**src/include/mirror_link_cfg_pkg.sv**
```systemverilog
// register offsets, field layouts and reset values for the mirror array link config bank
// assumes a 32-bit avalon-mm slave with word-aligned byte addresses
package mirror_link_cfg_pkg;
   // ----------------------------------------
   // offsets (byte addresses)
   // ----------------------------------------
   localparam logic [5:0] OFF_CH2_DATA = 6'h00;
   localparam logic [5:0] OFF_CH2_CLK = 6'h04;
   localparam logic [5:0] OFF_CH3_DATA = 6'h08;
   localparam logic [5:0] OFF_CH3_CLK = 6'h0c;
   localparam logic [5:0] OFF_COMMON_MODE = 6'h10;
   localparam logic [5:0] OFF_IDENT = 6'h14;
   localparam logic [5:0] OFF_FUSE1 = 6'h18;
   localparam logic [5:0] OFF_FUSE2 = 6'h1c;
   localparam logic [5:0] OFF_FUSE3 = 6'h20;
   localparam logic [5:0] OFF_FUSE4 = 6'h24;
   // ----------------------------------------
   // field positions
   // ----------------------------------------
   localparam int SWING_LSB = 0;
   localparam int SWING_MSB = 3;
   localparam int POST_LSB = 8;
   localparam int POST_MSB = 12;
   localparam int PRE_LSB = 16;
   localparam int PRE_MSB = 20;
   localparam int CM_MSB = 2;
   localparam int LANES = 4;
   // ----------------------------------------
   // reset values
   // ----------------------------------------
   localparam logic [3:0] SWING_RST = 4'h9;
   localparam logic [4:0] POST_RST = 5'h00;
   localparam logic [4:0] PRE_RST = 5'h00;
   localparam logic [2:0] CM_RST = 3'h1;
   localparam logic [31:0] UNMAPPED_READ = 32'h0000_0000;
   localparam logic [31:0] ROM_RST = 32'h0000_0000;
endpackage : mirror_link_cfg_pkg

```
**src/rtl/mirror_array_link_config_regs.sv**
```systemverilog
// avalon-mm register bank for mirror array link transmit settings
// assumes one clock, async active-high reset, single-word avalon master
// Notes on behaviour
// RULE1 - ch2 data swing bits 3:0, reset 0x9
// RULE2 - ch2 data post-cursor bits 12:8, reset zero
// RULE3 - ch2 data pre-cursor bits 20:16, reset zero
// RULE4 - ch2 clock register, same layout and resets
// RULE5 - ch3 data and clock registers, same layout
// RULE6 - common-mode code bits 2:0, reset 001
// RULE7 - read-only attached array identifier, 32 bits
// RULE8 - four read-only fuse group registers
// RULE9 - unused bits read zero; read-only ignore writes
`timescale 1ns/1ps
module mirror_array_link_config_regs
   import mirror_link_cfg_pkg::*;
(
   input wire logic i_clk_sys,
   input wire logic i_reset,
   input wire logic [5:0] i_address,
   input wire logic i_read,
   input wire logic i_write,
   input wire logic [3:0] i_byteenable,
   input wire logic [31:0] i_writedata,
   output logic [31:0] o_readdata,
   output logic o_waitrequest,
   output logic [1:0] o_response,
   input wire logic i_info_valid,
   input wire logic [31:0] i_ident,
   input wire logic [31:0] i_fuse [LANES],
   output logic [3:0] o_driver_swing [LANES],
   output logic [4:0] o_post_cursor_emphasis [LANES],
   output logic [4:0] o_pre_cursor_emphasis [LANES],
   output logic [2:0] o_common_mode_code
);
   // ----------------------------------------
   // bus handshake
   // ----------------------------------------
   // one wait state: a request is answered on its second edge, which gives
   // registered read data without a combinational path from address
   typedef enum logic {ST_IDLE, ST_ACK} bus_state_t;
   bus_state_t state_r, state_nxt;
   logic [31:0] rdata_r, rdata_nxt;
   logic [1:0] resp_r, resp_nxt;
   logic req;
   logic wr_fire;
   logic [31:0] lane_rdata [LANES];
   logic [31:0] ident_q;
   logic [31:0] fuse_q [LANES];
   logic [2:0] cm_r, cm_nxt;

   function automatic logic is_mapped(input logic [5:0] a);
      is_mapped = (a <= OFF_FUSE4) && (a[1:0] == 2'h0);
   endfunction : is_mapped

   assign req = i_read || i_write;
   // the write lands on the edge where waitrequest is low
   assign wr_fire = i_write && (state_r == ST_ACK);
   assign o_waitrequest = req && (state_r != ST_ACK);

   // ----------------------------------------
   // lane registers
   // ----------------------------------------
   for (genvar g = 0; g < LANES; g++) begin : g_lane
      lane_tx_ctrl_reg u_lane (
         .i_clk_sys(i_clk_sys),
         .i_reset(i_reset),
         .i_wr(wr_fire && (i_address == 6'(g * 4))), // RULE4 RULE5
         .i_byteenable(i_byteenable),
         .i_wdata(i_writedata),
         .o_driver_swing(o_driver_swing[g]),
         .o_post_cursor_emphasis(o_post_cursor_emphasis[g]),
         .o_pre_cursor_emphasis(o_pre_cursor_emphasis[g]),
         .o_rdata(lane_rdata[g])
      );
   end

   array_info_capture u_info (
      .i_clk_sys(i_clk_sys),
      .i_reset(i_reset),
      .i_info_valid(i_info_valid),
      .i_ident(i_ident),
      .i_fuse(i_fuse),
      .o_ident(ident_q),
      .o_fuse(fuse_q)
   );

   // ----------------------------------------
   // common-mode code
   // ----------------------------------------
   always_comb begin
      cm_nxt = cm_r;
      if (wr_fire && i_address == OFF_COMMON_MODE && i_byteenable[0]) begin
         cm_nxt = i_writedata[CM_MSB:0]; // RULE6
      end
   end

   always_ff @(posedge i_clk_sys or posedge i_reset) begin
      if (i_reset) begin
         cm_r <= CM_RST; // RULE6
      end else begin
         cm_r <= cm_nxt;
      end
   end

   assign o_common_mode_code = cm_r;

   // ----------------------------------------
   // read mux and response
   // ----------------------------------------
   always_comb begin
      state_nxt = state_r;
      rdata_nxt = rdata_r;
      resp_nxt = resp_r;
      case (state_r)
         ST_IDLE: begin
            if (req) begin
               state_nxt = ST_ACK;
               resp_nxt = is_mapped(i_address) ? 2'h0 : 2'h3;
               case (i_address)
                  OFF_CH2_DATA: rdata_nxt = lane_rdata[0];
                  OFF_CH2_CLK: rdata_nxt = lane_rdata[1];
                  OFF_CH3_DATA: rdata_nxt = lane_rdata[2];
                  OFF_CH3_CLK: rdata_nxt = lane_rdata[3];
                  OFF_COMMON_MODE: rdata_nxt = {29'h0000_0000, cm_r}; // RULE9
                  OFF_IDENT: rdata_nxt = ident_q; // RULE7
                  OFF_FUSE1: rdata_nxt = fuse_q[0]; // RULE8
                  OFF_FUSE2: rdata_nxt = fuse_q[1];
                  OFF_FUSE3: rdata_nxt = fuse_q[2];
                  OFF_FUSE4: rdata_nxt = fuse_q[3];
                  default: rdata_nxt = UNMAPPED_READ;
               endcase
            end
         end
         ST_ACK: begin
            state_nxt = ST_IDLE;
         end
         default: begin
            state_nxt = ST_IDLE;
         end
      endcase
   end

   always_ff @(posedge i_clk_sys or posedge i_reset) begin
      if (i_reset) begin
         state_r <= ST_IDLE;
         rdata_r <= UNMAPPED_READ;
         resp_r <= 2'h0;
      end else begin
         state_r <= state_nxt;
         rdata_r <= rdata_nxt;
         resp_r <= resp_nxt;
      end
   end

   assign o_readdata = rdata_r;
   assign o_response = resp_r;
endmodule : mirror_array_link_config_regs

```
**src/rtl/lane_tx_ctrl_reg.sv**
```systemverilog
// one lane's swing / post / pre cursor register
// assumes write strobe already decoded by the bus slave
`timescale 1ns/1ps
module lane_tx_ctrl_reg
   import mirror_link_cfg_pkg::*;
(
   input wire logic i_clk_sys,
   input wire logic i_reset,
   input wire logic i_wr,
   input wire logic [3:0] i_byteenable,
   input wire logic [31:0] i_wdata,
   output logic [3:0] o_driver_swing,
   output logic [4:0] o_post_cursor_emphasis,
   output logic [4:0] o_pre_cursor_emphasis,
   output logic [31:0] o_rdata
);
   logic [3:0] swing_r, swing_nxt;
   logic [4:0] post_r, post_nxt;
   logic [4:0] pre_r, pre_nxt;

   always_comb begin
      swing_nxt = swing_r;
      post_nxt = post_r;
      pre_nxt = pre_r;
      if (i_wr && i_byteenable[0]) begin
         swing_nxt = i_wdata[SWING_MSB:SWING_LSB]; // RULE1
      end
      if (i_wr && i_byteenable[1]) begin
         post_nxt = i_wdata[POST_MSB:POST_LSB]; // RULE2
      end
      if (i_wr && i_byteenable[2]) begin
         pre_nxt = i_wdata[PRE_MSB:PRE_LSB]; // RULE3
      end
   end

   always_ff @(posedge i_clk_sys or posedge i_reset) begin
      if (i_reset) begin
         swing_r <= SWING_RST; // RULE1
         post_r <= POST_RST; // RULE2
         pre_r <= PRE_RST; // RULE3
      end else begin
         swing_r <= swing_nxt;
         post_r <= post_nxt;
         pre_r <= pre_nxt;
      end
   end

   assign o_driver_swing = swing_r;
   assign o_post_cursor_emphasis = post_r;
   assign o_pre_cursor_emphasis = pre_r;
   // unused bits stay zero on read
   assign o_rdata = {11'h000, pre_r, 3'h0, post_r, 4'h0, swing_r}; // RULE9
endmodule : lane_tx_ctrl_reg

```
**src/rtl/array_info_capture.sv**
```systemverilog
// captures the attached array identifier and fuse groups
// assumes the link side presents i_info_valid once the array has been read
`timescale 1ns/1ps
module array_info_capture
   import mirror_link_cfg_pkg::*;
(
   input wire logic i_clk_sys,
   input wire logic i_reset,
   input wire logic i_info_valid,
   input wire logic [31:0] i_ident,
   input wire logic [31:0] i_fuse [LANES],
   output logic [31:0] o_ident,
   output logic [31:0] o_fuse [LANES]
);
   logic [31:0] ident_r, ident_nxt;
   logic [31:0] fuse_r [LANES];
   logic [31:0] fuse_nxt [LANES];

   // only the array side updates these; bus writes never reach here
   always_comb begin
      ident_nxt = ident_r;
      fuse_nxt = fuse_r;
      if (i_info_valid) begin
         ident_nxt = i_ident; // RULE7
         fuse_nxt = i_fuse; // RULE8
      end
   end

   always_ff @(posedge i_clk_sys or posedge i_reset) begin
      if (i_reset) begin
         ident_r <= ROM_RST;
         for (int k = 0; k < LANES; k++) begin
            fuse_r[k] <= ROM_RST;
         end
      end else begin
         ident_r <= ident_nxt;
         fuse_r <= fuse_nxt;
      end
   end

   assign o_ident = ident_r;
   assign o_fuse = fuse_r;
endmodule : array_info_capture

```
**config.mk**
```make
export PLATFORM = sky130hd
export DESIGN_NAME = mirror_array_link_config_regs
export DESIGN_NICKNAME = d
export VERILOG_FILES = /design/src/include/mirror_link_cfg_pkg.sv /design/src/rtl/mirror_array_link_config_regs.sv /design/src/rtl/lane_tx_ctrl_reg.sv /design/src/rtl/array_info_capture.sv
export SDC_FILE = /design/constraint.sdc
export NUM_CORES = 1
export LEC_CHECK = 0
export ABC_AREA = 1
export BUFFER_PORTS_ARGS = -buffer_cell sky130_fd_sc_hd__buf_4
export CAP_MARGIN = 10
export CELL_PAD_IN_SITES_DETAIL_PLACEMENT = 1
export CELL_PAD_IN_SITES_GLOBAL_PLACEMENT = 2
export CORE_ASPECT_RATIO = 1.4
export CORE_MARGIN = 2
export CORE_UTILIZATION = 32
export DETAILED_ROUTE_END_ITERATION = 10
export PLACE_DENSITY_LB_ADDON = 0.1
export SYNTH_ARGS = -nofsm -noshare
export SYNTH_HDL_FRONTEND = slang
export SYNTH_SLANG_ARGS = --single-unit
```
**constraint.sdc**
```tcl
create_clock -name i_clk_sys -period 9 [get_ports i_clk_sys]
set_input_delay 0.9 -clock i_clk_sys [delete_from_list [all_inputs] [get_ports i_clk_sys]]
set_output_delay 0.9 -clock i_clk_sys [all_outputs]
set_load 0.02 [all_outputs]
```
# Word-level counts from Yosys, hierarchy flattened
# Index checks and enable logic that the tools add are counted.
# W data, S select, Z words.
[word_totals]
regBits = 254
wordCells = 61
in_bits = 207
[classes]
n_mux = 4
n_lt_le_gt_ge = 1
eq_ne = 9
bitwise_logic = 1
n_reduce_logical = 25
[op_table]
columns = ["operator", "n"]
rows = [
  ["$pmux W32 S10", 1],
  ["$eq A6 B5 Y1 const B", 4],
  ["$logic_and A1 B1 Y1", 21],
  ["$eq A6 B4 Y1 const B", 2],
  ["$eq A6 B6 Y1 const B", 2],
  ["$eq A6 B3 Y1 const B", 1],
  ["$le A6 B6 Y1 const B", 1],
  ["$logic_not A6 Y1", 1],
  ["$logic_not A2 Y1", 1],
  ["$mux W2", 1],
  ["$pmux W1 S2", 1],
  ["$reduce_and A2 Y1", 1],
  ["$logic_or A1 B1 Y1", 1],
  ["$mux W1", 1],
  ["$not A1 Y1", 1],
]

# Longest topological paths before layout
# Gate-level depths: netlist of the first run.
[depth]
word_depth = 3
depth_mapped = 10
mapped_depth_nobuf = 9

# Hierarchy
# From an unflattened synthesis of the first run, not the netlist that was laid out.
[unflattened]
hier_cells = 1852
hier_area_um2 = 13691.9
[modules_own_cells]
columns = ["mod", "area_per_inst_um2", "n_inst", "cells_per_inst"]
rows = [
  ["array_info_capture", 6067.1, 1, 677],
  ["mirror_array_link_config_regs", 4351.7, 1, 795],
  ["lane_tx_ctrl_reg", 818.3, 4, 95],
]

# Worst setup path before layout of the first run
# OpenSTA, ideal clock, no wires.
[synth_timing]
path_kind = "in2out"
start = "input port i_write"
end = "output port o_waitrequest"
path_stages = 3
required_time_ps = 8100
arrival_time_ps = 1603
n_path_buf = 1
slack_ps = 6497
path_cell_list = "nor2_1 > nor2_1 > clkbuf_1"
[synth_between]
elab_chain_cells = 2
[synth_lines]
columns = ["item", "line", "text"]
rows = [
  ["start: declaration", "mirror_array_link_config_regs.sv:21", "input wire logic i_write,"],
  ["$logic_or A1 B1 Y1", "mirror_array_link_config_regs.sv:55", "assign req = i_read || i_write;"],
  ["$logic_and A1 B1 Y1", "mirror_array_link_config_regs.sv:58", "assign o_waitrequest = req && (state_r != ST_ACK);"],
  ["end: declaration", "mirror_array_link_config_regs.sv:25", "output logic o_waitrequest,"],
]
# Every way passes these cells.

# Worst setup path after layout of the first run
[layout_timing]
start = "input port i_address[0]"
end = "register rdata_r[4], in the netlist o_readdata[4]"
[layout_between]
elab_chain_cells = 2
word_cells_on_any_way = 11
classes_between = "eq/ne: 9; mux: 1; reduce/logical: 1"
[layout_lines]
columns = ["item", "line", "text"]
rows = [
  ["start: declaration", "mirror_array_link_config_regs.sv:19", "input wire logic [5:0] i_address,"],
  ["$eq A6 B6 Y1 (tied with other cells)", "mirror_array_link_config_regs.sv:119", "case (i_address)"],
  ["$pmux W32 S10 (*)", "mirror_array_link_config_regs.sv:119", ""],
  ["end signal: assignment", "mirror_array_link_config_regs.sv:150", "rdata_r <= rdata_nxt;"],
  ["end: declaration", "mirror_array_link_config_regs.sv:42", "logic [31:0] rdata_r, rdata_nxt;"],
]
# Every way passes the cells marked *; elsewhere a longest branch is shown, timed or not.
# A chain may end at the register's enable or synchronous reset.

==> flow_summary.json, run 1 <==
{
  "status": "finished, final reports clean",
  "power_switching_mw": 0.703,
  "fin_ws_ns": 5.96,
  "fp-row-count": 81,
  "antenna_found_initial": 2,
  "area_growth_syn_to_layout_pct": 31.1,
  "max_freq_mhz": 329,
  "cp-start-kind": "input port",
  "cts_tree": "built",
  "io_pins": 301,
  "htree_num_levels": 1,
  "pwr-share-clk_pct": 42.3,
  "finalClockSkew_ns": 0.0103,
  "grt_usage_pct": 20.1,
  "min_period_ns": 3.04,
  "syn_avg_cell_area_um2": 9.50,
  "netlist_instances": 1186,
  "grt_max_degree": 152,
  "clock_latency_ns": 0.55,
  "p_per_area_nw_per_um2": 188,
  "multi_input_area_um2": 4440,
  "critPathCaptureType": "flip-flop",
  "worst-setup-path-type": "in2reg",
  "clock-sinks": 253,
  "die_w_um": 163,
  "post-route-period-util_pct": 33.8,
  "clk_pin_slew_ns": 0.06,
  "rsz0062_at_grt": "false",
  "swShare_pct": 25.3,
  "seq_area_frac_synth_pct": 56.3,
  "portBuffers": 281,
  "cts_resized": 0,
  "internal_power_mw": 2.08,
  "start_util_pct": 32.3,
  "crit-reg2reg-launch": "state_r",
  "ir_drop_mv": 0.136,
  "crit_start": "i_address[0]",
  "firstDrtPassIters": 4,
  "synth.distinct_cells": 26,
  "globalRoute.totalOverflow": 0,
  "holdWs_ns": 0.456,
  "finalSetupTns_ns": 0,
  "crit_fanout": 34,
  "drive_gt1_share_pct": 33.5,
  "seqPwrFrac_pct": 46.0,
  "floorplan.die_area_um2": 36800,
  "cts_buffer_depth": 3,
  "drc": 0,
  "setup_viol": 0,
  "place_congestion": 0.763,
  "grt_pass1_vias": 9917,
  "report.final.slew_viol_count": 0,
  "netlist_area_um2": 11300,
  "nNetsFinal": 1658,
  "cap_violations": 0,
  "holdCritPathClass": "in2async",
  "power.leakage_nw": 7.26,
  "p_comb_share_pct": 11.7,
  "wl_per_cell_um": 19.0,
  "yosysWarnings": 0,
  "crit_required_ns": 9.48,
  "root_buffer": "clkbuf_16",
  "cts_buffers": 29,
  "postCtsSetupBuffers": 0,
  "wl_um": 36700,
  "worstMarginPinSlew_ns": 1.03,
  "coreArea_um2": 34900,
  "regArea_um2": 6340,
  "num_vias": 9159,
  "place_hpwl_um": 25300,
  "cp.arrival_ns": 3.52,
  "dp_worst_setup_slack_ns": 5.24,
  "hold_violations": 0,
  "synth_nets": 1393,
  "maxSlewHeadroom_pct": 31.6,
  "via_per_inst": 4.74,
  "drt_iter0_drc": 375,
  "synth.ff_latch_count": 253,
  "die_h_um": 226,
  "grt_pass1_wl_um": 56800,
  "utilization_pct": 42.4,
  "ant_nets": 0,
  "n_fill_cell": 4027,
  "cts_hold_buf": 0
}
## power groups by stage
stage               clock network, mW  registers (mW)  logic, mW
floorplan                           0            1.31      0.155
CTS                              1.22            1.28      0.336
detailed placement                  0            1.30      0.335
global placement                    0            1.30      0.328
finish                           1.18            1.28      0.326
global route                     1.26            1.29      0.361
## critical path, stage by stage
cell	delay [ns]
buf_4	0.11
inv_1	0.06
nand2_2	0.17
nor2_4	0.79
nand2_1	0.84
o21ai_0	0.43
o21ai_1	0.12
nand2_1	0.08
## final timing paths
kind / end / slack [ns] / cells past startpoint
min reg2reg: o_readdata[12] / 0.48 / 2
max in group asynchronous: u_info.o_fuse[25] / 7.17 / 3
max reg2reg: g_lane[1].u_lane.o_post_cursor_emphasis[0] / 7.02 / 5
min in group i_clk_sys: o_readdata[12] / 0.48 / 2
min: u_info.o_ident[4] / 0.46 / 2
max: o_readdata[4] / 5.96 / 8
## registers in the layout, summed over array words and instances (netlist names), 3 cells and up
register and cells:
u_info.o_fuse 128, u_info.o_ident 32, g_lane.u_lane.o_driver_swing 16, g_lane.u_lane.o_post_cursor_emphasis 20
o_common_mode_code 3, g_lane.u_lane.o_pre_cursor_emphasis 20, o_readdata 32
## synthesized netlist by cell type (all sizes together)
cell type	count	area, µm²
a21oi	8	40.0
and2	13	81.3
buf	29	150
clkbuf	28	105
clkinv	1	3.75
dfrtp	244	6110
dfstp	9	236
inv	66	248
mux2	123	1390
nand2	332	1250
nand3	114	586
nand4	23	144
nor2	72	293
nor3	2	21.3
nor4	1	12.5
o21ai	121	606
## cell type report
cell class / count / area share [%]
clock buffers: 42 / 5.92
multi-input cells: 809 / 30.0
well taps: 456 / 3.86
flip-flops and latches: 253 / 42.9
diodes: 2 / 0.0339
clock inverters: 11 / 0.559
inverters: 67 / 1.75
repair buffers: 291 / 14.9
## placed cells by master, fill, tap and decap left out, types with 10 or more instances in the layout
cell type	count
buf_4	289
clkbuf_16	29
clkbuf_8	10
dfrtp_1	244
inv_1	62
mux2_2	123
nand2_1	330
nand3_1	111
nand4_1	23
nor2_1	63
o21ai_0	117
## metrics by stage
step	std cells	area, µm²	power (mW)
floorplan	1186	11300	1.47
global placement	1876	13800	1.62
CTS	1929	14800	2.83
finish	1931	14800	2.78
global route	1929	14800	2.91
detailed placement	1876	13800	1.63
## cell families (layout without fill, tap and decap cells)
group                  count (synthesis)  in the layout  share of synthesized area [%]
AOI/OAI and AO/OA                    129            129                           5.73
buffers and inverters                124            411                           4.50
DFF                                  253            253                           56.3
muxes                                123            123                           12.3
other                                  0              2                              0
and+or+nand+nor                      557            557                           21.2
## per-layer routing
layer	wire [µm]	GRT usage [%]
met3	2140	4.08
met4	681	5.11
met2	18400	35.4
met1	15500	25.1
met5	16	0
No activity file was read; power rests on OpenSTA's default activity.
==> run 2: changes to the inputs <==
==> constraint.sdc (replaced) <==
create_clock -name i_clk_sys -period 3.1 [get_ports i_clk_sys]
set_input_delay 0.31 -clock i_clk_sys [delete_from_list [all_inputs] [get_ports i_clk_sys]]
set_output_delay 0.31 -clock i_clk_sys [all_outputs]
set_load 0.02 [all_outputs]
==> flow_summary.json, run 2 (synthesis gave the netlist of run 1 again) <==
{
  "num_vias": 9972,
  "cp_slowest_cell": "buf_4",
  "critPathTopFamily": "buffers and inverters",
  "cts_buffer_depth": 3,
  "critPathCaptureType": "output port",
  "crit_chain": "nor2_4, buf_4, buf_4",
  "p_comb_share_pct": 13.8,
  "setup_viol": 0,
  "portBuffers": 281,
  "clock-sinks": 253,
  "cts_resized": 0,
  "place_congestion": 0.795,
  "status": "finished, final reports clean",
  "wl_um": 39700,
  "power.leakage_nw": 8.01,
  "nNetsFinal": 1832,
  "cp.arrival_ns": 1.82,
  "maxSlewHeadroom_pct": 44.0,
  "crit_cells": 3,
  "post-route-period-util_pct": 68.6,
  "hold_violations": 0,
  "layout_common_cells": "330 x nand2_1, 298 x buf_4, 244 x dfrtp_1, 161 x dlygate4sd3_1, 123 x mux2_2",
  "final_cells": 2104,
  "drc": 0,
  "max_freq_mhz": 470,
  "dp.cells": 1889,
  "coreArea_um2": 34900,
  "globalRoute.totalOverflow": 0,
  "wl_per_cell_um": 18.9,
  "die_w_um": 163,
  "final_common_cell": "nand2_1",
  "grt_max_degree": 101,
  "cts_tree": "built",
  "p_total_mw": 8.33,
  "cp-start-kind": "flip-flop",
  "crit_fanout": 34,
  "cp_slowest_stage_delay_ns": 0.47,
  "crit_required_ns": 2.79,
  "cts_buffers": 29,
  "htree_num_levels": 1,
  "firstDrtPassIters": 4,
  "finalClockSkew_ns": 0.00745,
  "postCtsSetupBuffers": 0,
  "dpl_cell_area_um2": 14000,
  "holdCritPathClass": "in2reg",
  "p_per_area_nw_per_um2": 504,
  "drive_gt1_share_pct": 30.7,
  "grt_pass1_vias": 10900,
  "rsz0062_at_grt": "false",
  "antenna_found_initial": 5,
  "drt_iter0_drc": 328,
  "worst-setup-path-type": "reg2out",
  "internal_power_mw": 6.22,
  "via_per_inst": 4.74,
  "seqPwrFrac_pct": 44.6,
  "die_h_um": 226,
  "utilization_pct": 47.4,
  "pwr-share-clk_pct": 41.6,
  "ir_drop_mv": 0.287,
  "start_util_pct": 32.3,
  "root_buffer": "clkbuf_16",
  "reg2reg_depth": 5,
  "critPathBufInv": 2,
  "area_growth_syn_to_layout_pct": 46.8,
  "clk_pin_slew_ns": 0.06,
  "floorplan.die_area_um2": 36800,
  "worstMarginPinSlew_ns": 0.840,
  "path_common_cell": "buf_4",
  "n_fill_cell": 3987,
  "report.final.slew_viol_count": 0,
  "fin_ws_ns": 0.973,
  "grt_pass1_wl_um": 61900,
  "swShare_pct": 25.4,
  "grt_usage_pct": 21.8,
  "cap_violations": 0,
  "cts_hold_buf": 161,
  "largest_reg_flops": 128,
  "hold_depth": 3,
  "min_period_ns": 2.13,
  "design_area_um2": 16500,
  "ant_nets": 0,
  "io_pins": 301,
  "fp-row-count": 81,
  "place_hpwl_um": 26700,
  "power_switching_mw": 2.12,
  "dp_worst_setup_slack_ns": 0.922,
  "clock_latency_ns": 0.56
}
==> run 2: routing by layer <==
layer	vias to the layer above	wire length (µm)	GRT usage (%)	part of all wire, %
li1	4789	-	-	-
met1	4911	16500	26.5	42
met2	215	20700	40.3	52
met3	53	1750	3.47	4.4
met4	4	721	4.97	1.8
met5	-	24	0	0.060
==> run 2: final timing paths <==
| path | from | end | slack [ns] |
|---|---|---|---|
| max in group asynchronous | i_reset | g_lane[0].u_lane.o_pre_cursor_emphasis[1] | 1.90 |
| max | state_r | o_waitrequest | 0.97 |
| max reg2reg | state_r | g_lane[1].u_lane.o_post_cursor_emphasis[4] | 1.14 |
| min | i_writedata[3] | g_lane[3].u_lane.o_driver_swing[3] | 0.04 |
| min in group asynchronous | i_reset | u_info.o_fuse[4] | 0.24 |
| min reg2reg | o_readdata[1] | o_readdata[1] | 0.48 |
==> run 2: final cells by class <==
cell class                 count  area (µm²)  area share, %
timing repair buffer         465        3960           23.9
tap                          456         571           3.45
clock buffer                  40         847           5.12
inverter                      67         255           1.54
clock inverter                11         115          0.696
multi-input combinational    809        4440           26.8
sequential                   253        6340           38.4
antenna                        3        7.51         0.0454
==> run 2: power by group through the flow <==
stage,registers [mW],logic [mW],clock network [mW]
detailed placement,3.78,0.992,0
CTS,3.72,1.17,3.59
finish,3.72,1.15,3.47
global placement,3.77,0.974,0
floorplan,3.81,0.451,0
global route,3.75,1.26,3.71
==> run 2: metrics by stage <==
| step | hold WS [ns] | setup TNS [ns] |
|---|---|---|
| 2_1_floorplan | 0.431 | -129.88 |
| 3_3_place_gp | 0.262 | 0 |
| 3_5_place_dp | 0.269 | 0 |
| 4_1_cts | 0.0140 | 0 |
| 5_1_grt | 0.0516 | 0 |
| 6_report | 0.0424 | 0 |
==> run 2: worst register-to-register path: cells and delay by family (launching register included) <==
kind	cells	cell delay [ns]
flops	1	0.39
simple gates	4	1.36
compound gates	1	0.09
